<file path="config.mk">
export PLATFORM = sky130hd
export DESIGN_NAME = rrs_alu
export DESIGN_NICKNAME = d
export VERILOG_FILES = /design/src/rtl/rrs_pkg.sv /design/src/rtl/rrs_alu.sv
export SDC_FILE = /design/constraint.sdc
export NUM_CORES = 1
export LEC_CHECK = 0
export ABC_AREA = 1
export BUFFER_PORTS_ARGS = -buffer_cell sky130_fd_sc_hd__buf_2
export CAP_MARGIN = 20
export CORE_MARGIN = 4
export CORE_UTILIZATION = 53
export CTS_CLUSTER_SIZE = 20
export DETAILED_ROUTE_END_ITERATION = 10
export PLACE_DENSITY_LB_ADDON = 0.08
export SLEW_MARGIN = 30
export SYNTH_ARGS = -nofsm -noshare
export SYNTH_HDL_FRONTEND = slang
export SYNTH_SLANG_ARGS = --single-unit
</file>
<file path="constraint.sdc">
create_clock -name ref_clk -period 2.7 [get_ports ref_clk]
set_clock_uncertainty 0.1 [all_clocks]
set_input_delay 0.54 -clock ref_clk [delete_from_list [all_inputs] [get_ports ref_clk]]
set_output_delay 0.54 -clock ref_clk [all_outputs]
set_load 0.01 [all_outputs]
</file>
<file path="src/rtl/rrs_pkg.sv">
// constants and types for the rotate-right / subtract-borrow datapath
// Operation
// - rotate_right_mem: byte rotates right, flags untouched
// - rotate_right_to_acc: rotated byte into accumulator, no flags
// - accumulator destination leaves memory byte unmodified
// - rotate_right_carry_mem: nine-bit ring, carry only
// - rotate_right_carry_to_acc: ring result to accumulator, carry only
// - subtract_borrow_to_acc: acc minus byte minus inverted carry
// - subtract_borrow_to_mem: same difference into memory byte
// - subtract carry cleared on negative, else set
// - subtract updates ov, z, ac, c, sc, cz only
package rrs_pkg;

  // ==========================================================
  // widths, register map and reset values
  localparam int          DATA_W     = 8;
  localparam int          ADDR_W     = 2;
  localparam int          FLAG_W     = 6;
  localparam int          FLAG_PAD   = DATA_W - FLAG_W;
  localparam int          MSB_IDX    = DATA_W - 1;
  localparam int          NIB_W      = 4;
  localparam logic [1:0]  REG_ACC    = 2'h0;
  localparam logic [1:0]  REG_FLAGS  = 2'h1;
  localparam logic [7:0]  ACC_RESET  = 8'h00;
  localparam logic [7:0]  ZERO_BYTE  = 8'h00;
  localparam logic [5:0]  FLAG_RESET = 6'h00;

  // ==========================================================
  // operations carried out by the datapath
  typedef enum logic [2:0] {
    rotate_right_mem,
    rotate_right_to_acc,
    rotate_right_carry_mem,
    rotate_right_carry_to_acc,
    subtract_borrow_to_acc,
    subtract_borrow_to_mem
  } rrs_op_t;

  // one instruction with its memory operand
  typedef struct packed {
    rrs_op_t     op;
    logic [7:0]  operand;
  } rrs_req_t;

  // status flags, carry in bit 0
  typedef struct packed {
    logic compare_zero_flag;
    logic signed_result_flag;
    logic overflow_flag;
    logic z;
    logic nibble_carry_flag;
    logic c;
  } rrs_flags_t;

  // result of the borrow subtraction
  typedef struct packed {
    logic [7:0] res;
    logic       c;
    logic       ac;
    logic       ov;
  } rrs_sub_t;

endpackage

</file>
<file path="src/rtl/rrs_alu.sv">
// rotate-right and subtract-with-borrow execution datapath
`timescale 1ns/1ns
`default_nettype none
module rrs_alu
  import rrs_pkg::*;
(
  input  wire logic              ref_clk,   // core clock, 250 MHz
  input  wire logic              reset_n,   // async reset, active low
  input  wire logic              op_valid,  // execute op_req this cycle
  input  wire rrs_req_t          op_req,    // operation and memory byte
  output logic                   mem_we,    // memory byte write pulse
  output logic [DATA_W-1:0]      mem_wdata, // byte to write back
  output logic [DATA_W-1:0]      acc,       // accumulator
  output rrs_flags_t             flags,     // status flags
  input  wire logic [ADDR_W-1:0] reg_addr,  // register address
  input  wire logic [DATA_W-1:0] reg_wdata, // register write data
  input  wire logic              reg_we,    // register write strobe
  input  wire logic              reg_re,    // register read strobe
  output logic [DATA_W-1:0]      reg_rdata  // read data, next cycle
);

  // ==========================================================
  // helper functions

  // rotate right by one, fill enters the top bit
  function automatic logic [DATA_W-1:0] rot_right(
    input logic [DATA_W-1:0] val,
    input logic              fill
  );
    rot_right = {fill, val[MSB_IDX:1]};
  endfunction

  // acc minus byte minus inverted carry, with flag terms
  function automatic rrs_sub_t sub_borrow(
    input logic [DATA_W-1:0] a,
    input logic [DATA_W-1:0] m,
    input logic              cin
  );
    logic [DATA_W:0] full;
    logic [NIB_W:0]  low;
    full = {1'b0, a} - {1'b0, m} - {{DATA_W{1'b0}}, ~cin};
    low  = {1'b0, a[NIB_W-1:0]} - {1'b0, m[NIB_W-1:0]}
           - {{NIB_W{1'b0}}, ~cin};
    sub_borrow.res = full[DATA_W-1:0];
    sub_borrow.c   = ~full[DATA_W];
    sub_borrow.ac  = ~low[NIB_W];
    sub_borrow.ov  = (a[MSB_IDX] ^ m[MSB_IDX])
                   & (a[MSB_IDX] ^ full[MSB_IDX]);
  endfunction

  // ==========================================================
  // datapath state

  logic [DATA_W-1:0] next_acc;
  rrs_flags_t        next_flags;
  logic              next_mem_we;
  logic [DATA_W-1:0] next_mem_wdata;
  logic [DATA_W-1:0] next_rdata;
  rrs_sub_t          sub;
  logic              sub_z;

  // subtraction terms from the registered accumulator and carry and the unregistered request byte
  assign sub   = sub_borrow(acc, op_req.operand, flags.c);
  assign sub_z = (sub.res == ZERO_BYTE);

  // next accumulator, flags and memory write
  always_comb begin
    next_acc       = acc;
    next_flags     = flags;
    next_mem_we    = 1'b0;
    next_mem_wdata = mem_wdata;
    // software writes, overridden by a same-cycle operation only where it writes the same register or flag
    if (reg_we && reg_addr == REG_ACC) begin
      next_acc = reg_wdata;
    end
    if (reg_we && reg_addr == REG_FLAGS) begin
      next_flags = rrs_flags_t'(reg_wdata[FLAG_W-1:0]);
    end
    if (op_valid) begin
      unique case (op_req.op)
        rotate_right_mem: begin
          // flags stay as they are
          next_mem_we    = 1'b1;
          next_mem_wdata = rot_right(op_req.operand,
                                     op_req.operand[0]);
        end
        rotate_right_to_acc: begin
          // no memory write for accumulator destination
          next_acc = rot_right(op_req.operand,
                               op_req.operand[0]);
        end
        rotate_right_carry_mem: begin
          next_mem_we    = 1'b1;
          next_mem_wdata = rot_right(op_req.operand, flags.c);
          next_flags.c   = op_req.operand[0];
        end
        rotate_right_carry_to_acc: begin
          next_acc     = rot_right(op_req.operand, flags.c);
          next_flags.c = op_req.operand[0];
        end
        subtract_borrow_to_acc,
        subtract_borrow_to_mem: begin
          if (op_req.op == subtract_borrow_to_acc) begin
            next_acc = sub.res;
          end else begin
            next_mem_we    = 1'b1;
            next_mem_wdata = sub.res;
          end
          // six flags from the difference
          next_flags.c                  = sub.c;
          next_flags.nibble_carry_flag  = sub.ac;
          next_flags.overflow_flag      = sub.ov;
          next_flags.z                  = sub_z;
          next_flags.signed_result_flag = sub.ov ^ sub.res[MSB_IDX];
          next_flags.compare_zero_flag  = flags.compare_zero_flag
                                        & sub_z;
        end
        default: begin
          // unused encodings leave every register as software left it
        end
      endcase
    end
  end

  // commit result and flags on the same edge
  always_ff @(posedge ref_clk or negedge reset_n) begin
    if (!reset_n) begin
      acc       <= ACC_RESET;
      flags     <= rrs_flags_t'(FLAG_RESET);
      mem_we    <= 1'b0;
      mem_wdata <= ZERO_BYTE;
    end else begin
      acc       <= next_acc;
      flags     <= next_flags;
      mem_we    <= next_mem_we;
      mem_wdata <= next_mem_wdata;
    end
  end

  // ==========================================================
  // register read port

  // read data selected from state before this edge
  always_comb begin
    next_rdata = ZERO_BYTE;
    if (reg_re) begin
      unique case (reg_addr)
        REG_ACC:   next_rdata = acc;
        REG_FLAGS: next_rdata = {{FLAG_PAD{1'b0}}, flags};
        default:   next_rdata = ZERO_BYTE;
      endcase
    end
  end

  // read data stands for one cycle only
  always_ff @(posedge ref_clk or negedge reset_n) begin
    if (!reset_n) begin
      reg_rdata <= ZERO_BYTE;
    end else begin
      reg_rdata <= next_rdata;
    end
  end
endmodule
`default_nettype wire

</file>
==> results.md <==
- Status: finished clean
- Layout cells sized above 1: 20.1%
- Power density over the cells: 666 nW/um2
- Met3 Track Usage GR: 3.44%
- CTS H-tree lvls: 2
- Crit. End Element: flop
- Commonest non-fill, non-tap cell in the layout: nand2_1
- Combinational Power Share: 44.6%
- Relative slew slack: 53.0%
- Starting Density: 54.9%
- Clock Power Share: 21.5%
- Die Span Y: 72.6 um
- Port Buf Inserts: 56
- Number of enable flip-flop cells after synthesis: 0
- DR pass1 iterations: 4
- Vias in the first global route: 2019
- Top-area cell type share of the netlist area: 35.1%
- DR vias: 2163
- Sw Ratio: 40.9%
- GR Layer Usage met2: 36.2%
- Routed vias/inst: 5.17
- Hold/Removal Path Class: primary input to asynchronous set/reset pin
- Crit-path cells: inv_1 > fa_1 > inv_1 > ha_1 > o21ai_0 > nand2_1 > nand2_1 > nand2_1 > nand2_1 > nand2_1 > nand2_1 > nand2_1 > nand2_1 > o21ai_0
- Yosys warning count: 0
- Clk buf depth: 2
- Critical path startpoint category: flop
- Post-route cell area: 2620 um2
- Largest net degree at the start of global routing: 32
- Fillcell total: 400
- Cell family with most CP delay: adder cells
- Seq/Total Area, Yosys: 35.1%
- Top Ports: 57
- Peak VDD IR: 0.335 mV
- Post-DR wirelength/cell: 13.6 um
- Mean post-synth cell area: 7.20 um2
- Max-Cap Viols: 0
- Final non-filler cell total: 418
- Die Area: 5270 um2
- Int Power: 0.00103 W
- Met1 Usage GRT: 31.2%
- Routed Antenna Nets: 0
- Number of hold buffers added after CTS: 0
- Async set or reset register ratio after synthesis: 100%
- Final WS setup: 368 ps
- FMAX: 429 MHz
- DRC: 0
- CTS-repair resized insts: 0
- Arrival @ worst endpoint: 2400 ps
- CTS tree: done
- Fin. Hold Viols: 0
- CP Buf/Inv Count: 2
- Placed Area: 2530 um2
- Diode count: 0
- Core area: 4030 um2
- Unique cell type count in the Yosys netlist: 30
- Initial antenna violation count: 0
- Clock sink total: 31
- Post-layout min period: 2330 ps
- Placement Setup Slack: 118 ps
- Footprint of the multi-input gates: 1220 um2
- First-pass GRT wire length: 9160 um
- Final setup viols: 0
- Worst slew pin tran: 705 ps
- Post-route setup TNS: 0 ps
- Worst Path Max Fanout: 5
- GRT Total Usage: 22.6%
- Half-perimeter wire length after detailed placement: 4540 um
- Total wire length: 5670 um
- Clock transition at the registers of the reported paths: 70 ps
- Synth Instances: 307
- Req. time, crit path: 2760 ps
- Die W: 72.6 um
- Syn Nets: 351
- Largest cells by area after synthesis: dfrtp_1 (35%), nand2_1 (16%), ha_1 (9.1%), inv_1 (8.1%), a21oi_1 (6.3%)
- Synthesis-to-finish area growth: 18.6%
- Most used routing layer in global routing: met2
- Slew Viols, Final: 0
- Reg power frac: 33.9%
- Global route overflow: 0
- Std cell rows: 23
- Reg-to-reg setup timing slack: 370 ps
- Overall Power: 0.00175 W
- DRT iter0 DRCs: 162
- Worst-Skew Late Latency: 290 ps
- Sequential Area: 776 um2
- P_leak: 1.48 nW
- Total CTS buffers: 5
- RSZ-0062 raised after global routing: false
- Final RePlAce weighted congestion: 0.913
- Synth Register Bits: 31
- Nets: 412
- Most frequent cells in the layout: nand2_1 (94), buf_2 (56), inv_1 (48)
- Synth area leader: dfrtp_1
- Post-synth design cell area: 2210 um2
- Max incr delay on CP: 530 ps
- Dpl cells: 411
- Fin crit share: 86.4%
- Post-CTS Setup Bufs: 0
- Ys flop type: dfrtp_1
- Setup Crit Path Kind: flop to flop
- Critical-path top delay cell: fa_1
- NetSw: 0.000715 W
- CP dominant cell by count: nand2_1
- Root Buffer Master: clkbuf_8
## state kept, by name, indices dropped and copies added, names as in the netlist
| signal | cells |
|---|---|
| reg_rdata | 8 |
| flags | 6 |
| mem_wdata | 8 |
| acc | 8 |
| mem_we | 1 |
## metrics by stage
stage / hold slack, ps / utilization (%)
floorplan: 144 / -
global placement: 368 / 62.9
detailed placement: 374 / 62.9
CTS: 217 / 65.1
global route: 247 / 65.1
finish: 192 / 65.1
## logic make-up (layout without fill, tap and decap cells)
logic type | after synthesis | in the layout | share of synthesized area, %
buf+inv | 53 | 114 | 9.73
fa+ha+maj | 18 | 18 | 10.9
compound gates | 67 | 67 | 17.0
xor+xnor | 2 | 2 | 0.792
simple gates | 135 | 135 | 26.0
flops | 31 | 31 | 35.1
mux | 1 | 1 | 0.453
## Yosys cell counts, types with 2 or more instances
cell,number
nor2_1,15
nand4_1,2
nand3_1,12
nand3b_1,2
a22oi_1,5
nor2_2,2
buf_6,2
inv_2,2
o22ai_1,3
ha_1,16
inv_1,48
o21a_1,3
xor2_1,2
o21ai_0,23
nor3_1,2
dfrtp_1,31
fa_1,2
a21oi_1,28
nor2_4,3
nand2_1,94
## power by group through the flow
stage,Combinational (W),Clock [W],Sequential [W]
floorplan,0.000503,0,0.000633
global placement,0.000765,0,0.000598
detailed placement,0.000774,0,0.000599
CTS,0.000779,0.000381,0.000591
global route,0.000887,0.000403,0.000603
finish,0.000779,0.000375,0.000592
## worst reg2reg max path: cells and delay by family, from the launching register on
| kind | cells | cell delay (ps) |
|---|---|---|
| simple gates | 8 | 610 |
| fa+ha+maj | 2 | 710 |
| flops | 1 | 370 |
| compound gates | 2 | 280 |
| buf+inv | 2 | 140 |
## routing by layer
layer | vias up | wire length (um)
met5 | - | 0
met4 | 0 | 97
met3 | 11 | 360
met2 | 68 | 2560
met1 | 975 | 2650
li1 | 1109 | -
## final cells by class
cell class,count,share of cell area (%)
Clock inverter,1,0.191
Timing Repair Buffer,57,11.0
Sequential cell,31,29.6
Multi-Input combinational cell,223,46.5
Tap cell,50,2.39
Clock buffer,6,3.15
Inverter,50,7.16
## worst paths after layout
kind,start,end,cells after the start
min reg2reg,mem_wdata[2],mem_wdata[2],2
max,acc[0],acc[7],14
max in group asynchronous,reset_n,reg_rdata[0],1
min in group ref_clk,mem_wdata[2],mem_wdata[2],2
min,reset_n,acc[6],1
max reg2reg,acc[0],acc[7],14
Power figures use the tool's default switching activity.
